## config.mk

```make
export PLATFORM = sky130hd
export DESIGN_NAME = pgm_pin_mux
export DESIGN_NICKNAME = d
export VERILOG_FILES = /design/src/design/pgm_pin_mux.v
export VERILOG_INCLUDE_DIRS = /design/src /design/src/design
export SDC_FILE = /design/constraint.sdc
export NUM_CORES = 1
export LEC_CHECK = 0
export ABC_AREA = 1
export BUFFER_PORTS_ARGS = -buffer_cell sky130_fd_sc_hd__buf_2
export CAP_MARGIN = 5
export CORE_ASPECT_RATIO = 2
export CORE_MARGIN = 2
export CORE_UTILIZATION = 41
export DETAILED_ROUTE_END_ITERATION = 8
export GPL_ROUTABILITY_DRIVEN = 0
export PLACE_DENSITY = 0.77
export SETUP_SLACK_MARGIN = 0.2
export SYNTH_ARGS = -nofsm -noshare
export SYNTH_HDL_FRONTEND = slang
export SYNTH_SLANG_ARGS = --single-unit
```

## constraint.sdc

```tcl
create_clock -name pclk -period 1.5 [get_ports pclk]
set_input_delay 0.375 -clock pclk [delete_from_list [all_inputs] [get_ports pclk]]
set_output_delay 0.375 -clock pclk [all_outputs]
set_load 0.01 [all_outputs]
```

## src/design/pgm_defs.vh

```
`ifndef PGM_DEFS_VH
`define PGM_DEFS_VH
// Notes on behaviour
// RULE_01: The data bit 3 pin control field in bits 10:8 resets to 000; 000 is normal data, 001 indicator three, 010 wake-on-LAN.
// RULE_02: Data bit 3 control 011 drives the clock picked by its source field in bits 14:12.
// RULE_03: On every muxed pin control 100 drives the 1588 transmit start-of-frame and 101 the receive one.
// RULE_04: On every muxed pin control 110 forces a constant low and 111 a constant high.
// RULE_05: Indicator pin one control in bits 2:0 resets from a strap; 000 tri-states, 001 indicator one, 010 wake-on-LAN.
// RULE_06: Indicator pin one control 011 drives the clock picked by bits 6:4 of the same register.
// RULE_07: Collision pin control resets to 000; 000 normal collision, 001 multi-function indicator, 010 wake-on-LAN.
// RULE_08: Collision pin clock mode drives the clock picked by its source field in bits 6:4, reset 000.
// RULE_09: Clock source 000 is the MAC interface clock, 001 the crystal input, 010 the internal 25 MHz reference.
// RULE_10: Clock source 100 is the 50 MHz reduced-pin master reference; 011 and 101 are reserved.
// RULE_11: Clock source 110 is the 125 MHz free-running clock and 111 the 125 MHz recovered clock.
// RULE_12: The MAC interface clock runs at 25 MHz in MII, 50 MHz in RMII and 25 MHz in RGMII mode.
// RULE_13: Unused bits of both control registers are read-only zero, bit 15 of the first included.

// Register indices and byte addresses
`define PGM_IDX_CTRL_ONE 16'h0462
`define PGM_IDX_CTRL_TWO 16'h0463
`define PGM_ADDR_CTRL_ONE 18'h01188
`define PGM_ADDR_CTRL_TWO 18'h0118c

// Field positions
`define PGM_D3_CTRL_HI 10
`define PGM_D3_CTRL_LO 8
`define PGM_D3_SRC_HI 14
`define PGM_D3_SRC_LO 12
`define PGM_LOW_CTRL_HI 2
`define PGM_LOW_CTRL_LO 0
`define PGM_LOW_SRC_HI 6
`define PGM_LOW_SRC_LO 4

// Reset values
`define PGM_RST_FIELD 3'h0

// Pin control codes
`define PGM_FN_NORMAL 3'h0
`define PGM_FN_IND 3'h1
`define PGM_FN_WAKE 3'h2
`define PGM_FN_CLK 3'h3
`define PGM_FN_TX_SOF 3'h4
`define PGM_FN_RX_SOF 3'h5
`define PGM_FN_ZERO 3'h6
`define PGM_FN_ONE 3'h7

// Clock source codes
`define PGM_CS_MAC 3'h0
`define PGM_CS_XTAL 3'h1
`define PGM_CS_REF25 3'h2
`define PGM_CS_REF50 3'h4
`define PGM_CS_FREE125 3'h6
`define PGM_CS_REC125 3'h7

// MAC interface modes
`define PGM_MODE_MII 2'h0
`define PGM_MODE_RMII 2'h1
`define PGM_MODE_RGMII 2'h2
`endif

```

## src/design/pgm_pin_mux.v

```verilog
`timescale 1ns/1ps
`include "pgm_defs.vh"
module pgm_pin_mux (
    input wire pclk,
    input wire presetn,
    input wire psel,
    input wire penable,
    input wire pwrite,
    input wire [17:0] paddr,
    input wire [31:0] pwdata,
    output reg [31:0] prdata,
    output wire pready,
    output wire pslverr,
    input wire [2:0] indicator_pin_one_strap,
    input wire [1:0] mac_if_mode,
    input wire clk_mac25,
    input wire clk_mac50,
    input wire crystal_input_pin,
    input wire clk_ref25,
    input wire clk_free125,
    input wire clk_rec125,
    input wire rx_data_bit3,
    input wire collision,
    input wire indicator_output_one,
    input wire indicator_output_three,
    input wire multi_function_indicator,
    input wire wake_on_lan_indication,
    input wire tx_sof_indication,
    input wire rx_sof_indication,
    output wire receive_data_bit3_pin_o,
    output wire receive_data_bit3_pin_oe,
    output wire indicator_pin_one_o,
    output wire indicator_pin_one_oe,
    output wire collision_pin_o,
    output wire collision_pin_oe
);

// ----------------------------------------------------------------
// Register state
// ----------------------------------------------------------------
reg [2:0] d3_ctrl;
reg [2:0] d3_src;
reg [2:0] ind1_ctrl;
reg [2:0] ind1_src;
reg [2:0] col_ctrl;
reg [2:0] col_src;
reg strap_pending;
reg [31:0] next_prdata;
reg mac_clk;

wire wr_en;
wire rd_setup;
wire hit_one;
wire hit_two;
wire [15:0] reg_one;
wire [15:0] reg_two;

assign hit_one = (paddr == `PGM_ADDR_CTRL_ONE);
assign hit_two = (paddr == `PGM_ADDR_CTRL_TWO);
assign wr_en = psel & penable & pwrite;
assign rd_setup = psel & ~pwrite; // Read request, read data captured from the setup cycle on
assign pready = 1'b1;
assign pslverr = psel & penable & ~(hit_one | hit_two); // Unmapped address

// Readback, unused bits wired to zero
assign reg_one = {1'b0, d3_src, 1'b0, d3_ctrl, 1'b0, ind1_src, 1'b0, ind1_ctrl}; // see RULE_13
assign reg_two = {9'h000, col_src, 1'b0, col_ctrl}; // see RULE_13

// ----------------------------------------------------------------
// Register writes and strap capture
// ----------------------------------------------------------------
// Register one, indicator pin one fields; a write on the strap edge wins over the strap
always @(posedge pclk or negedge presetn)
begin
    if (!presetn)
    begin
        ind1_ctrl <= `PGM_RST_FIELD;
        ind1_src <= `PGM_RST_FIELD;
        strap_pending <= 1'b1;
    end
    else
    begin
        strap_pending <= 1'b0;
        if (strap_pending)
        begin
            ind1_ctrl <= indicator_pin_one_strap; // see RULE_05
        end
        if (wr_en && hit_one)
        begin
            ind1_src <= pwdata[`PGM_LOW_SRC_HI:`PGM_LOW_SRC_LO];
            ind1_ctrl <= pwdata[`PGM_LOW_CTRL_HI:`PGM_LOW_CTRL_LO];
        end
    end
end

// Register one, data bit 3 pin fields
always @(posedge pclk or negedge presetn)
begin
    if (!presetn)
    begin
        d3_ctrl <= `PGM_RST_FIELD; // see RULE_01
        d3_src <= `PGM_RST_FIELD;
    end
    else if (wr_en && hit_one)
    begin
        d3_src <= pwdata[`PGM_D3_SRC_HI:`PGM_D3_SRC_LO];
        d3_ctrl <= pwdata[`PGM_D3_CTRL_HI:`PGM_D3_CTRL_LO];
    end
end

// Register two, collision pin fields
always @(posedge pclk or negedge presetn)
begin
    if (!presetn)
    begin
        col_ctrl <= `PGM_RST_FIELD; // see RULE_07
        col_src <= `PGM_RST_FIELD; // see RULE_08
    end
    else if (wr_en && hit_two)
    begin
        col_src <= pwdata[`PGM_LOW_SRC_HI:`PGM_LOW_SRC_LO];
        col_ctrl <= pwdata[`PGM_LOW_CTRL_HI:`PGM_LOW_CTRL_LO];
    end
end

// Read data select
always @*
begin
    next_prdata = 32'h00000000;
    if (rd_setup && hit_one)
    begin
        next_prdata = {16'h0000, reg_one};
    end
    else if (rd_setup && hit_two)
    begin
        next_prdata = {16'h0000, reg_two};
    end
end

// Read data register, valid in the access phase
always @(posedge pclk or negedge presetn)
begin
    if (!presetn)
    begin
        prdata <= 32'h00000000;
    end
    else
    begin
        prdata <= next_prdata;
    end
end

// ----------------------------------------------------------------
// Clock and function selection
// ----------------------------------------------------------------
// MAC interface clock follows the interface mode
always @*
begin
    case (mac_if_mode)
        `PGM_MODE_RMII: mac_clk = clk_mac50; // see RULE_12
        `PGM_MODE_MII: mac_clk = clk_mac25; // see RULE_12
        `PGM_MODE_RGMII: mac_clk = clk_mac25; // see RULE_12
        default: mac_clk = clk_mac25;
    endcase
end

// ----------------------------------------------------------------
// Pin slices, every source a port so each pin follows its sources
// ----------------------------------------------------------------
// Receive data bit 3 pin: always driven, normal level is receive data
pgm_pin_slice #(
    .IDLE_RELEASE(0)
) u_d3_slice (
    .ctrl(d3_ctrl), // see RULE_01
    .src(d3_src), // see RULE_02
    .normal_level(rx_data_bit3),
    .indicator_level(indicator_output_three),
    .wake_level(wake_on_lan_indication),
    .tx_sof_level(tx_sof_indication),
    .rx_sof_level(rx_sof_indication),
    .mac_clk(mac_clk),
    .xtal_clk(crystal_input_pin),
    .ref25_clk(clk_ref25),
    .ref50_clk(clk_mac50), // Reduced-pin master reference, see RULE_10
    .free125_clk(clk_free125),
    .rec125_clk(clk_rec125),
    .pin_o(receive_data_bit3_pin_o),
    .pin_oe(receive_data_bit3_pin_oe)
);

// Indicator pin one: released on code 000, so its normal level is unused
pgm_pin_slice #(
    .IDLE_RELEASE(1)
) u_ind1_slice (
    .ctrl(ind1_ctrl), // see RULE_05
    .src(ind1_src), // see RULE_06
    .normal_level(1'b0),
    .indicator_level(indicator_output_one),
    .wake_level(wake_on_lan_indication),
    .tx_sof_level(tx_sof_indication),
    .rx_sof_level(rx_sof_indication),
    .mac_clk(mac_clk),
    .xtal_clk(crystal_input_pin),
    .ref25_clk(clk_ref25),
    .ref50_clk(clk_mac50), // see RULE_10
    .free125_clk(clk_free125),
    .rec125_clk(clk_rec125),
    .pin_o(indicator_pin_one_o),
    .pin_oe(indicator_pin_one_oe) // see RULE_05
);

// Collision pin: always driven, normal level is collision
pgm_pin_slice #(
    .IDLE_RELEASE(0)
) u_col_slice (
    .ctrl(col_ctrl), // see RULE_07
    .src(col_src), // see RULE_08
    .normal_level(collision),
    .indicator_level(multi_function_indicator),
    .wake_level(wake_on_lan_indication),
    .tx_sof_level(tx_sof_indication),
    .rx_sof_level(rx_sof_indication),
    .mac_clk(mac_clk),
    .xtal_clk(crystal_input_pin),
    .ref25_clk(clk_ref25),
    .ref50_clk(clk_mac50), // see RULE_10
    .free125_clk(clk_free125),
    .rec125_clk(clk_rec125),
    .pin_o(collision_pin_o),
    .pin_oe(collision_pin_oe)
);

endmodule // pgm_pin_mux

// ----------------------------------------------------------------
// One multiplexed pin: clock source pick, function pick, drive enable
// ----------------------------------------------------------------
module pgm_pin_slice #(
    // Set where code 000 releases the pin instead of driving it
    parameter IDLE_RELEASE = 0
) (
    input wire [2:0] ctrl,
    input wire [2:0] src,
    input wire normal_level,
    input wire indicator_level,
    input wire wake_level,
    input wire tx_sof_level,
    input wire rx_sof_level,
    input wire mac_clk,
    input wire xtal_clk,
    input wire ref25_clk,
    input wire ref50_clk,
    input wire free125_clk,
    input wire rec125_clk,
    output reg pin_o,
    output reg pin_oe
);

// Selected clock source level
reg src_clk;

// ----------------------------------------------------------------
// Clock source
// ----------------------------------------------------------------
// Clock source pick; reserved codes give a quiet low
always @*
begin
    case (src)
        `PGM_CS_MAC: src_clk = mac_clk; // see RULE_09
        `PGM_CS_XTAL: src_clk = xtal_clk; // see RULE_09
        `PGM_CS_REF25: src_clk = ref25_clk; // see RULE_09
        `PGM_CS_REF50: src_clk = ref50_clk; // see RULE_10
        `PGM_CS_FREE125: src_clk = free125_clk; // see RULE_11
        `PGM_CS_REC125: src_clk = rec125_clk; // see RULE_11
        default: src_clk = 1'b0; // see RULE_10
    endcase
end

// ----------------------------------------------------------------
// Pin function
// ----------------------------------------------------------------
// Function pick by control code
always @*
begin
    case (ctrl)
        `PGM_FN_NORMAL: pin_o = normal_level;
        `PGM_FN_IND: pin_o = indicator_level;
        `PGM_FN_WAKE: pin_o = wake_level;
        `PGM_FN_CLK: pin_o = src_clk;
        `PGM_FN_TX_SOF: pin_o = tx_sof_level; // see RULE_03
        `PGM_FN_RX_SOF: pin_o = rx_sof_level; // see RULE_03
        `PGM_FN_ZERO: pin_o = 1'b0; // see RULE_04
        default: pin_o = 1'b1; // see RULE_04
    endcase
end

// Drive enable; only a releasing pin lets go on code 000
always @*
begin
    if (IDLE_RELEASE != 0 && ctrl == `PGM_FN_NORMAL)
    begin
        pin_oe = 1'b0;
    end
    else
    begin
        pin_oe = 1'b1;
    end
end

endmodule // pgm_pin_slice

```

==> results of run 1 <==
sequential cells by signal (all words and copies together) (netlist names):
name and count:
prdata 12, col_ctrl 3, col_src 3, d3_ctrl 3, d3_src 3, ind1_ctrl 3
ind1_src 3, strap_pending 1
per-stage QoR:
step	utilization, %	TNS, ns	cell area (µm²)	std cells
floorplan	-	0	2200	328
global placement	50.78	-0.8011	2562	445
detailed placement	50.78	-1.216	2562	445
CTS	61.59	-0.6289	3108	482
global route	66.77	-3.517	3369	492
finish	66.77	-2.062	3369	492
cells in the final DEF (no fill, tap or decap):
cell type and count:
sky130_fd_sc_hd__dfrtp_2 10, sky130_fd_sc_hd__nor3_1 1, sky130_fd_sc_hd__dfrtp_1 20, sky130_fd_sc_hd__nor2_2 6, sky130_fd_sc_hd__o21ai_0 5, sky130_fd_sc_hd__buf_6 27, sky130_fd_sc_hd__buf_12 2, sky130_fd_sc_hd__buf_2 57
sky130_fd_sc_hd__nand2_1 66, sky130_fd_sc_hd__nand4_4 1, sky130_fd_sc_hd__buf_4 36, sky130_fd_sc_hd__clkbuf_16 2, sky130_fd_sc_hd__nand2_2 15, sky130_fd_sc_hd__o22ai_1 1, sky130_fd_sc_hd__dfstp_2 1, sky130_fd_sc_hd__nand2_4 7
sky130_fd_sc_hd__a21oi_2 2, sky130_fd_sc_hd__o31ai_1 1, sky130_fd_sc_hd__o21ai_1 9, sky130_fd_sc_hd__buf_8 2, sky130_fd_sc_hd__a21oi_1 7, sky130_fd_sc_hd__and2_4 1, sky130_fd_sc_hd__nand4_1 17, sky130_fd_sc_hd__nand3_4 3
sky130_fd_sc_hd__nor2_4 11, sky130_fd_sc_hd__inv_2 8, sky130_fd_sc_hd__clkbuf_8 5, sky130_fd_sc_hd__nor2_1 12, sky130_fd_sc_hd__o21ai_2 12, sky130_fd_sc_hd__inv_1 43, sky130_fd_sc_hd__nand3_2 3, sky130_fd_sc_hd__conb_1 24
sky130_fd_sc_hd__clkinv_2 3, sky130_fd_sc_hd__nand3_1 13, sky130_fd_sc_hd__clkbuf_2 1
cells by family (layout without fill, tap and decap cells):
logic type	Yosys count	in the layout	synth area share, %
and+or+nand+nor	156	156	33.02
AOI/OAI and AO/OA	37	37	10.53
other	2	24	0.3552
buffers and inverters	80	186	19.35
DFF	31	31	36.75
power breakdown:
group	leakage [nW]	internal [mW]	switching [mW]	total, mW
logic	1.42	0.186	0.210	0.396
registers	0.409	0.846	0.0133	0.860
clock network	0.0477	0.317	0.331	0.648
total	1.88	1.35	0.554	1.90
area by class of cell:
type / instances / area share, %
flip-flops and latches: 31 / 23.43
clock inverters: 3 / 0.4456
multi-input cells: 217 / 37.02
clock buffers: 5 / 2.042
inverters: 51 / 5.681
well taps: 58 / 2.154
repair buffers: 127 / 29.22
per-layer routing:
| layer | track usage [%] | routed length [µm] | up-vias |
|---|---|---|---|
| met5 | 0 | 0 | - |
| met4 | 9.286 | 171 | 0 |
| met3 | 5.241 | 446 | 18 |
| met2 | 34.86 | 3592 | 104 |
| met1 | 23.91 | 2333 | 1120 |
| li1 | - | - | 1170 |
timing repair:
item                                   CTS  global route
cloned                                   0             3
endpoints found under the hold margin    0             0
gates resized for setup                 75            48
pin swaps                               52            28
setup endpoints to repair                6            35
setup buffers                           29             7
worst max path at each step:
stage | start | endpoint | cells after the start
after floorplan | paddr[17] | pslverr | 7
after global placement | paddr[5] | pslverr | 10
after detailed placement | paddr[5] | pslverr | 10
after CTS | ind1_src[0] | indicator_pin_one_o | 6
after global routing | col_ctrl[0] | collision_pin_o | 7
final | ind1_ctrl[1] | indicator_pin_one_o | 6
worst reg2reg max path, stage by stage (launching register included):
cell	delay [ns]
sky130_fd_sc_hd__dfrtp_2	0.45
sky130_fd_sc_hd__buf_4	0.15
sky130_fd_sc_hd__buf_4	0.13
sky130_fd_sc_hd__nand2_1	0.06
sky130_fd_sc_hd__inv_1	0.04
sky130_fd_sc_hd__nand2_1	0.05
sky130_fd_sc_hd__nand2_1	0.05
==> metrics.json, run 1 <==
{
  "worst_setup_path_start_kind": {"value": "flip-flop"},
  "number_of_vias_after_detailed_routing": {"value": 2412},
  "die_area": {"value": 5783, "unit": "µm²"},
  "synth.top_cell.area_share": {"value": 35.50, "unit": "%"},
  "timing.final.setup_violations": {"value": 23},
  "tritoncts_clock_tree": {"value": "done"},
  "critPathMaxStageDelay": {"value": 0.43, "unit": "ns"},
  "detail_route.wl_per_cell": {"value": 13.30, "unit": "µm"},
  "worst-endpoint-arrival": {"value": 1.41, "unit": "ns"},
  "leakage": {"value": 1.879, "unit": "nW"},
  "r2r-end": {"value": "prdata[5]"},
  "cell_row_count": {"value": 37},
  "cts.root.buffer_cell": {"value": "sky130_fd_sc_hd__clkbuf_8"},
  "timing.critical_path.cells": {"value": "inv_1, nand3_1, o31ai_1, o21ai_0, nand2_1, buf_2"},
  "route.detailed.vias_per_inst": {"value": 4.902},
  "diodes": {"value": 0},
  "drt_pre_antenna_iters": {"value": 5},
  "timing.critical_path.buf_inv": {"value": 2},
  "critical_path.slowest_cell": {"value": "sky130_fd_sc_hd__dfrtp_2"},
  "power_density": {"value": 564.9, "unit": "nW/µm²"},
  "worstHoldPathType": {"value": "in -> async"},
  "cts_made_buffers": {"value": 5},
  "max-cap-violations": {"value": 0},
  "num-fill-cells": {"value": 422},
  "post-synth-top-count-cell": {"value": "sky130_fd_sc_hd__nand2_1"},
  "start_util": {"value": 41.90, "unit": "%"},
  "worstSetupEndpointType": {"value": "output port"},
  "total_power": {"value": 1.903, "unit": "mW"},
  "violated_checks": {"value": "negative setup slack"},
  "crit_family": {"value": "flip-flops"},
  "timing.final.ws_setup": {"value": -0.2858, "unit": "ns"},
  "worst_reg2reg_setup_slack": {"value": 0.46, "unit": "ns"},
  "run_status": {"value": "finished, violations left"},
  "path_clk_slew": {"value": 0.07, "unit": "ns"},
  "ir_worst_vdd": {"value": 0.6757, "unit": "mV"},
  "category_of_the_critical_setup_timing_path": {"value": "reg -> out"},
  "ys_async_sr_fraction": {"value": 100.0, "unit": "%"},
  "synth-seq-area-share": {"value": 36.75, "unit": "%"},
  "skew_pair_late_insertion_delay": {"value": 0.29, "unit": "ns"},
  "clock-skew-final": {"value": 0.01076, "unit": "ns"},
  "grt_max_degree": {"value": 32},
  "top_level_i_o_count": {"value": 114},
  "hold_viol": {"value": 0},
  "synth.lib_cells_used.distinct": {"value": 23},
  "multi_input_area": {"value": 1247, "unit": "µm²"},
  "grt_overflow": {"value": 0},
  "hold_slack": {"value": 0.02660, "unit": "ns"},
  "syn_to_final_growth": {"value": 59.35, "unit": "%"},
  "r2r.worst_path.cells": {"value": 6},
  "maxClockFrequency": {"value": 560.0, "unit": "MHz"},
  "min_period_over_period": {"value": 119.1, "unit": "%"},
  "crit_required": {"value": 1.12, "unit": "ns"},
  "final_antenna_net_count": {"value": 0},
  "clock_tree.buffer_depth": {"value": 2},
  "number_of_enable_type_register_cells_in_the_synthesized_netlist": {"value": 0},
  "synthCells": {"value": 306},
  "mappedNetlistArea": {"value": 2115, "unit": "µm²"},
  "rr_startpoint": {"value": "col_src[1]"},
  "die_x": {"value": 54.78, "unit": "µm"},
  "syn_area_per_cell": {"value": 6.910, "unit": "µm²"},
  "htree_num_levels": {"value": 2},
  "final-max-slew-violation-count": {"value": 0},
  "postCtsHoldBufs": {"value": 0},
  "design.core.area": {"value": 5046, "unit": "µm²"},
  "grt_antenna_before_repair": {"value": 0},
  "detail_route.wirelength": {"value": 6543, "unit": "µm"},
  "cts_sinks": {"value": 31},
  "placement.io_buffers": {"value": 70},
  "netlist_top_cells_count": {"value": "sky130_fd_sc_hd__nand2_1, sky130_fd_sc_hd__inv_1, sky130_fd_sc_hd__dfrtp_1"},
  "ys_seq_elements": {"value": 31},
  "place_hpwl": {"value": 3831, "unit": "µm"},
  "drtIter0Drc": {"value": 63},
  "first_global_vias": {"value": 2165},
  "route.detailed.drc": {"value": 0},
  "critical_path.max_fanout": {"value": 5},
  "rsz0062_at_grt": {"value": "yes"},
  "dp_slack": {"value": -0.1249, "unit": "ns"},
  "die_y": {"value": 105.6, "unit": "µm"},
  "register_area": {"value": 789.5, "unit": "µm²"},
  "grt.total_usage": {"value": 20.98, "unit": "%"},
  "period_needed": {"value": 1.786, "unit": "ns"},
  "grt_pass1_wl": {"value": 9059, "unit": "µm"},
  "yosys_warnings": {"value": 0},
  "ys_flop_type": {"value": "sky130_fd_sc_hd__dfrtp_1"},
  "final_net_count": {"value": 507},
  "cell_type_with_the_highest_aggregate_area_in_the_netlist": {"value": "sky130_fd_sc_hd__dfrtp_1"},
  "drive_above_1_share": {"value": 49.54, "unit": "%"},
  "synth_area_leaders": {"value": "sky130_fd_sc_hd__dfrtp_1, sky130_fd_sc_hd__nand2_1, sky130_fd_sc_hd__inv_1"}
}
No activity file was read; power rests on OpenSTA's default activity.
==> run 2: changes to the inputs <==
Settings changed: MAX_ROUTING_LAYER from default to met4.
==> run 2 against run 1 <==
  * The run still ends with negative setup slack left
  * Global-route usage is 0.51 points higher
  * Sequential power about the same
  * Cell area decreased by 0.45%
  * Critical path type unchanged
==> metrics.json, run 2 (synthesized netlist as in run 1, its figures left out) <==
{
  "total_power": {"value": 1.906, "unit": "mW", "change": "+0.15%"},
  "final-max-slew-violation-count": {"value": 0, "change": "unchanged"},
  "timing.critical_path.cells": {"value": "inv_1, nand3_1, o31ai_1, o21ai_0, nand2_1, buf_2"},
  "timing.final.setup_violations": {"value": 25, "change": "+8.7%"},
  "first_global_vias": {"value": 2167, "change": "+0.092%"},
  "route.detailed.drc": {"value": 0, "change": "unchanged"},
  "power_frac_clock": {"value": 34.2, "unit": "%", "change": "+0.2 points"},
  "crit_required": {"value": 1.12, "unit": "ns", "change": "about the same"},
  "critical_path.slowest_cell": {"value": "sky130_fd_sc_hd__dfrtp_2"},
  "final_cell_mix": {"value": "sky130_fd_sc_hd__nand2_1, sky130_fd_sc_hd__buf_2, sky130_fd_sc_hd__inv_1"},
  "placement.io_buffers": {"value": 70, "change": "unchanged"},
  "number_of_vias_after_detailed_routing": {"value": 2426, "change": "+0.58%"},
  "power.share.combinational": {"value": 20.7, "unit": "%", "change": "about the same"},
  "cellInternalPower": {"value": 1.349, "unit": "mW", "change": "about the same"},
  "detail_route.wirelength": {"value": 6565, "unit": "µm", "change": "+0.34%"},
  "ir_worst_vdd": {"value": 0.6741, "unit": "mV", "change": "-0.24%"},
  "worstHoldPathType": {"value": "in -> async"},
  "drtIter0Drc": {"value": 66, "change": "+4.8%"},
  "cts_sinks": {"value": 31, "change": "unchanged"},
  "path_clk_slew": {"value": 0.07, "unit": "ns", "change": "about the same"},
  "detail_route.wl_per_cell": {"value": 13.37, "unit": "µm", "change": "+0.54%"},
  "register_area": {"value": 789.5, "unit": "µm²", "change": "unchanged"},
  "run_status": {"value": "finished, violations left"},
  "violated_checks": {"value": "negative setup slack"},
  "grt_pass1_wl": {"value": 9052, "unit": "µm", "change": "about the same"},
  "source_of_the_critical_timing_path": {"value": "ind1_ctrl[1]"},
  "maxClockFrequency": {"value": 560.2, "unit": "MHz", "change": "about the same"},
  "final_net_count": {"value": 506, "change": "-0.20%"},
  "htree_num_levels": {"value": 2, "change": "unchanged"},
  "place_hpwl": {"value": 3831, "unit": "µm", "change": "unchanged"},
  "worstSetupEndpointType": {"value": "output port"},
  "clock-skew-final": {"value": 0.01155, "unit": "ns", "change": "+0.0007887 ns"},
  "netSwitchingPower": {"value": 0.5572, "unit": "mW", "change": "+0.56%"},
  "grt.total_usage": {"value": 21.48, "unit": "%", "change": "+0.51 points"},
  "cts.root.buffer_cell": {"value": "sky130_fd_sc_hd__clkbuf_8"},
  "period_needed": {"value": 1.785, "unit": "ns", "change": "-0.0008290 ns"},
  "syn_to_final_growth": {"value": 58.64, "unit": "%"},
  "power_density": {"value": 568.3, "unit": "nW/µm²", "change": "+0.60%"},
  "rsz0062_at_grt": {"value": "yes"},
  "timing.final.ws_setup": {"value": -0.2850, "unit": "ns", "change": "+0.0008290 ns"},
  "multi_input_area": {"value": 1240, "unit": "µm²", "change": "-0.60%"},
  "rr_startpoint": {"value": "col_src[1]"},
  "number_of_flip_flops_under_the_largest_register_name": {"value": 12, "change": "unchanged"},
  "max_flop_register": {"value": "prdata"},
  "leakage": {"value": 1.873, "unit": "nW", "change": "-0.29%"},
  "worst_setup_path_start_kind": {"value": "flip-flop"},
  "cts_made_buffers": {"value": 5, "change": "unchanged"},
  "skew_pair_late_insertion_delay": {"value": 0.30, "unit": "ns", "change": "about the same"},
  "max-cap-violations": {"value": 0, "change": "unchanged"},
  "drive_above_1_share": {"value": 49.42, "unit": "%", "change": "-0.12 points"},
  "clock_tree.buffer_depth": {"value": 2, "change": "unchanged"},
  "diodes": {"value": 0, "change": "unchanged"},
  "final_antenna_net_count": {"value": 0, "change": "unchanged"},
  "most_common_library_cell_in_the_layout_ignoring_fill_and_taps": {"value": "sky130_fd_sc_hd__nand2_1"},
  "die_y": {"value": 105.6, "unit": "µm", "change": "unchanged"},
  "die_area": {"value": 5783, "unit": "µm²", "change": "unchanged"},
  "worst-endpoint-arrival": {"value": 1.41, "unit": "ns", "change": "about the same"},
  "top_level_i_o_count": {"value": 114, "change": "unchanged"},
  "cell_row_count": {"value": 37, "change": "unchanged"},
  "min_period_over_period": {"value": 119.0, "unit": "%", "change": "about the same"},
  "hold_viol": {"value": 0, "change": "unchanged"},
  "critical_path.max_fanout": {"value": 5, "change": "unchanged"},
  "num-fill-cells": {"value": 426, "change": "+0.95%"},
  "die_x": {"value": 54.78, "unit": "µm", "change": "unchanged"},
  "grt_max_degree": {"value": 32, "change": "unchanged"},
  "start_util": {"value": 41.90, "unit": "%", "change": "unchanged"},
  "grt_overflow": {"value": 0, "change": "unchanged"},
  "tritoncts_clock_tree": {"value": "done"},
  "route.detailed.vias_per_inst": {"value": 4.941, "change": "+0.79%"},
  "seqPwrFrac": {"value": 45.1, "unit": "%", "change": "about the same"},
  "dp_slack": {"value": -0.1249, "unit": "ns", "change": "unchanged"},
  "category_of_the_critical_setup_timing_path": {"value": "reg -> out"},
  "design.core.area": {"value": 5046, "unit": "µm²", "change": "unchanged"},
  "grt_antenna_before_repair": {"value": 0, "change": "unchanged"},
  "critPathMaxStageDelay": {"value": 0.43, "unit": "ns", "change": "about the same"},
  "drt_pre_antenna_iters": {"value": 4, "change": "-1"},
  "sw_share": {"value": 29.23, "unit": "%", "change": "+0.12 points"}
}
## run 2: cell count changes in the layout (fill, tap and decap cells not counted)
cell	change
sky130_fd_sc_hd__nand3_4	-1
sky130_fd_sc_hd__nand3_2	+1
sky130_fd_sc_hd__buf_4	-1
## run 2: power groups by stage
stage / clock (mW) / sequential, mW / combinational [mW]
after floorplan: 0 / 0.870 / 0.170
after global placement: 0 / 0.873 / 0.269
after detailed placement: 0 / 0.874 / 0.272
after CTS: 0.652 / 0.858 / 0.349
after global routing: 0.698 / 0.860 / 0.431
final: 0.652 / 0.860 / 0.395
## run 2: cell type report
cell class                 count  area share (%)
timing repair buffer         126           29.13
clock inverter                 3          0.4476
clock buffer                   5           2.051
sequential                    31           23.54
inverter                      51           5.707
multi-input combinational    217           36.96
tap                           58           2.163
## run 2: metal layers
metal / track usage, % / wire length [µm] / up-vias
li1: - / - / 1170
met1: 23.91 / 2344 / 1145
met2: 34.95 / 3688 / 97
met3: 4.958 / 396 / 14
met4: 9.286 / 135 / 0
met5: - / 0 / -
## run 2: metrics by stage
stage / setup TNS, ns / hold slack, ns / cell area [µm²] / utilization [%] / cells
3_5_place_dp: -1.216 / 0.3455 / 2562 / 50.78 / 445
2_1_floorplan: 0 / 0.07941 / 2200 / - / 328
6_report: -2.239 / 0.02250 / 3354 / 66.48 / 491
3_3_place_gp: -0.8011 / 0.3401 / 2562 / 50.78 / 445
5_1_grt: -3.803 / 0.03770 / 3354 / 66.48 / 491
4_1_cts: -0.6289 / 0.03251 / 3108 / 61.59 / 482
## run 2: critical path, delay by kind of cell, from the launching register on
family | cells | cell delay, ns
buffers and inverters | 2 | 0.23
AOI/OAI and AO/OA | 2 | 0.24
DFF | 1 | 0.43
and+or+nand+nor | 2 | 0.19
## run 2: final timing paths
kind                                  endpoint  slack [ns]  cells past startpoint
min                                ind1_src[2]        0.02                      2
max reg2reg                          prdata[5]        0.46                      6
max                        indicator_pin_one_o       -0.28                      6
max in group asynchronous        strap_pending        1.25                      2
min reg2reg                          d3_src[2]        0.56                      2
min in group pclk                    d3_src[2]        0.32                      3
## run 2: timing repair
action / CTS / global route
pin swaps: 52 / 28
setup buffers: 29 / 6
setup endpoints to repair: 6 / 35
gates resized for setup: 75 / 47
cloned: 0 / 3
hold buffers: 0 / 0
==> run 3: changes to the inputs <==
Settings changed: ABC_AREA 1 to default, CORE_UTILIZATION 41 to 40.
==> run 3 against run 2 <==
  * The run still ends with negative setup slack left
  * Clock skew fell by 0.0046 ns
  * Routed wire length fell by 11%
  * First-iteration DRC count fell by 38%
  * Total power fell by 0.59%
  * Sequential share of layout area rose by 0.68 points
  * Critical path type unchanged
  * Largest power group unchanged
==> metrics.json, run 3 <==
{
  "critical_path.max_fanout": {"value": 5, "change": "unchanged"},
  "tritoncts_clock_tree": {"value": "done"},
  "cell_row_count": {"value": 36, "change": "-2.7%"},
  "drtIter0Drc": {"value": 41, "change": "-38%"},
  "detail_route.wirelength": {"value": 5875, "unit": "µm", "change": "-11%"},
  "finish.instance_area": {"value": 3224, "unit": "µm²", "change": "-3.9%"},
  "max_flop_register": {"value": "prdata"},
  "diodes": {"value": 0, "change": "unchanged"},
  "placement.cell_area": {"value": 2781, "unit": "µm²", "change": "+8.5%"},
  "post-synth-top-count-cell": {"value": "sky130_fd_sc_hd__dfrtp_1"},
  "place_hpwl": {"value": 4184, "unit": "µm", "change": "+9.2%"},
  "ys_async_sr_fraction": {"value": 100.0, "unit": "%", "change": "unchanged"},
  "worstHoldPathType": {"value": "in -> reg"},
  "timing.final.ws_setup": {"value": -0.5099, "unit": "ns", "change": "-0.2250 ns"},
  "final_net_count": {"value": 389, "change": "-23%"},
  "worst-endpoint-arrival": {"value": 1.63, "unit": "ns", "change": "+0.22 ns"},
  "synth_area_leaders": {"value": "sky130_fd_sc_hd__dfrtp_1, sky130_fd_sc_hd__buf_4, sky130_fd_sc_hd__mux2_4"},
  "most_common_library_cell_in_the_layout_ignoring_fill_and_taps": {"value": "sky130_fd_sc_hd__buf_2"},
  "yosys_warnings": {"value": 0, "change": "unchanged"},
  "ir_worst_vdd": {"value": 0.7297, "unit": "mV", "change": "+8.2%"},
  "hold_viol": {"value": 0, "change": "unchanged"},
  "final_cell_mix": {"value": "sky130_fd_sc_hd__buf_2, sky130_fd_sc_hd__buf_4, sky130_fd_sc_hd__dfrtp_1"},
  "die_area": {"value": 5502, "unit": "µm²", "change": "-4.9%"},
  "worst_setup_path_start_kind": {"value": "flip-flop"},
  "hold-path-cell-count": {"value": 2},
  "final_antenna_net_count": {"value": 0, "change": "unchanged"},
  "htree_num_levels": {"value": 2, "change": "unchanged"},
  "crit_required": {"value": 1.12, "unit": "ns", "change": "about the same"},
  "grt_overflow": {"value": 0, "change": "unchanged"},
  "placed_cells": {"value": 353, "change": "-21%"},
  "number_of_flip_flops_under_the_largest_register_name": {"value": 12, "change": "unchanged"},
  "power_density": {"value": 587.7, "unit": "nW/µm²", "change": "+3.4%"},
  "placement.io_buffers": {"value": 70, "change": "unchanged"},
  "syn_to_final_growth": {"value": 64.77, "unit": "%"},
  "finish.utilization": {"value": 67.53, "unit": "%", "change": "+1.1 points"},
  "drive_above_1_share": {"value": 60.76, "unit": "%", "change": "+11 points"},
  "final_sum_of_negative_setup_slack": {"value": -2.814, "unit": "ns", "change": "-0.5747 ns"},
  "syn_area_per_cell": {"value": 10.69, "unit": "µm²", "change": "+55%"},
  "mappedNetlistArea": {"value": 1957, "unit": "µm²", "change": "-7.5%"},
  "grt_antenna_before_repair": {"value": 0, "change": "unchanged"},
  "num-fill-cells": {"value": 388, "change": "-8.9%"},
  "synthCells": {"value": 183, "change": "-40%"},
  "skew_pair_late_insertion_delay": {"value": 0.29, "unit": "ns", "change": "about the same"},
  "violated_checks": {"value": "negative setup slack"},
  "rsz0062_at_grt": {"value": "yes"},
  "path_clk_slew": {"value": 0.07, "unit": "ns", "change": "about the same"},
  "die_x": {"value": 53.46, "unit": "µm", "change": "-2.4%"},
  "cts_made_buffers": {"value": 5, "change": "unchanged"},
  "grt_pass1_wl": {"value": 9059, "unit": "µm", "change": "about the same"},
  "leakage": {"value": 1.601, "unit": "nW", "change": "-15%"},
  "drt_pre_antenna_iters": {"value": 4, "change": "unchanged"},
  "category_of_the_critical_setup_timing_path": {"value": "reg -> out"},
  "period_needed": {"value": 2.010, "unit": "ns", "change": "+0.2250 ns"},
  "route.detailed.vias_per_inst": {"value": 5.062, "change": "+2.4%"},
  "synth.top_cell.area_share": {"value": 38.36, "unit": "%", "change": "+2.9 points"},
  "route.detailed.drc": {"value": 0, "change": "unchanged"},
  "total_power": {"value": 1.895, "unit": "mW", "change": "-0.59%"},
  "clock_tree.buffer_depth": {"value": 2, "change": "unchanged"},
  "synth-seq-area-share": {"value": 39.71, "unit": "%", "change": "+3.0 points"},
  "design.core.area": {"value": 4775, "unit": "µm²", "change": "-5.4%"},
  "min_period_over_period": {"value": 134.0, "unit": "%", "change": "+15 points"},
  "cts_sinks": {"value": 31, "change": "unchanged"},
  "r2r.worst_path.cells": {"value": 5, "change": "-1"},
  "maxClockFrequency": {"value": 497.5, "unit": "MHz", "change": "-11%"},
  "grt.total_usage": {"value": 23.47, "unit": "%", "change": "+2.0 points"},
  "cts.root.buffer_cell": {"value": "sky130_fd_sc_hd__clkbuf_8"},
  "top_level_i_o_count": {"value": 114, "change": "unchanged"},
  "detail_route.wl_per_cell": {"value": 15.75, "unit": "µm", "change": "+18%"},
  "hold_slack": {"value": 0.3116, "unit": "ns", "change": "+0.2892 ns"},
  "number_of_vias_after_detailed_routing": {"value": 1888, "change": "-22%"},
  "run_status": {"value": "finished, violations left"},
  "worstSetupEndpointType": {"value": "output port"},
  "grt_max_degree": {"value": 18, "change": "-44%"},
  "first_global_vias": {"value": 1939, "change": "-11%"},
  "cell_type_with_the_highest_aggregate_area_in_the_netlist": {"value": "sky130_fd_sc_hd__dfrtp_1"},
  "netlist_top_cells_count": {"value": "sky130_fd_sc_hd__dfrtp_1, sky130_fd_sc_hd__buf_4, sky130_fd_sc_hd__mux2_2"},
  "clock-skew-final": {"value": 0.006947, "unit": "ns", "change": "-0.004600 ns"},
  "dp_slack": {"value": -0.3513, "unit": "ns", "change": "-0.2264 ns"},
  "number_of_enable_type_register_cells_in_the_synthesized_netlist": {"value": 0, "change": "unchanged"},
  "final_cell_count_no_fill": {"value": 373, "change": "-24%"},
  "ys_seq_elements": {"value": 31, "change": "unchanged"},
  "ys_flop_type": {"value": "sky130_fd_sc_hd__dfrtp_1"},
  "final-max-slew-violation-count": {"value": 0, "change": "unchanged"},
  "start_util": {"value": 40.99, "unit": "%", "change": "-0.92 points"},
  "max-cap-violations": {"value": 0, "change": "unchanged"},
  "timing.final.setup_violations": {"value": 23, "change": "-8.0%"},
  "die_y": {"value": 102.9, "unit": "µm", "change": "-2.5%"},
  "synth.lib_cells_used.distinct": {"value": 41, "change": "+78%"}
}
-- run 3: cell count changes after synthesis, moves of 8 or more --
| cell | change |
|---|---|
| sky130_fd_sc_hd__nand2_1 | -82 |
| sky130_fd_sc_hd__inv_1 | -42 |
| sky130_fd_sc_hd__nand3_1 | -17 |
| sky130_fd_sc_hd__nand4_1 | -16 |
| sky130_fd_sc_hd__nor2_1 | -16 |
| sky130_fd_sc_hd__mux2_2 | +11 |
| sky130_fd_sc_hd__mux2_4 | +10 |
| sky130_fd_sc_hd__o21ai_2 | -9 |
| sky130_fd_sc_hd__mux2i_1 | +8 |
| sky130_fd_sc_hd__o21ai_0 | -8 |
-- run 3: cell type report --
class / count / area [µm²] / area share [%]
Sequential cell: 31 / 780.7 / 24.21
Inverter: 9 / 33.78 / 1.048
Clock inverter: 2 / 12.51 / 0.3880
Timing Repair Buffer: 129 / 984.7 / 30.54
Multi-Input combinational cell: 139 / 1269 / 39.35
Clock buffer: 6 / 72.57 / 2.251
Tap cell: 57 / 71.32 / 2.212
-- run 3: path summary, 6_finish.rpt --
path / startpoint / to / slack, ns
min in group asynchronous: presetn / ind1_src[0] / 0.54
min: pwdata[8] / d3_ctrl[0] / 0.31
max: d3_src[0] / receive_data_bit3_pin_o / -0.51
max in group asynchronous: presetn / strap_pending / 0.46
min reg2reg: col_src[0] / col_src[0] / 0.63
max reg2reg: ind1_ctrl[2] / ind1_ctrl[2] / 0.11
-- run 3: logic make-up after synthesis --
logic type	count (synthesis)	share of synthesized area (%)
AO/OA/AOI/OAI	28	9.846
buffers and inverters	35	12.08
flip-flops	31	39.71
multiplexers	29	18.09
other	2	0.3838
AND/OR/NAND/NOR	58	19.88
-- run 3: repair_timing --
action	CTS	global route
gates cloned	1	0
hold endpoints to repair	1	0
setup buffers	7	3
resized for setup	28	22
pin swaps	17	7
hold buffers	1	0
setup endpoints to repair	35	35
-- run 3: worst max-delay path: stages, from the launching register on --
cell,delay [ns]
sky130_fd_sc_hd__dfrtp_2,0.45
sky130_fd_sc_hd__nand2b_4,0.15
sky130_fd_sc_hd__a2111oi_2,0.36
sky130_fd_sc_hd__nor3_1,0.09
sky130_fd_sc_hd__o21ai_1,0.14
sky130_fd_sc_hd__buf_2,0.15
-- run 3: layer usage --
metal	track usage, %	vias to the layer above	wire length [µm]
met5	-	-	0
met4	7.692	0	115
met3	4.203	10	241
met2	41.88	56	3439
met1	25.23	935	2078
li1	-	887	-
-- run 3: report_power, final --
group          leakage [nW]  total, mW  switching (mW)  internal, mW
clock network        0.0412      0.643           0.320         0.324
registers             0.419      0.858          0.0106         0.847
logic                  1.14      0.394           0.186         0.209
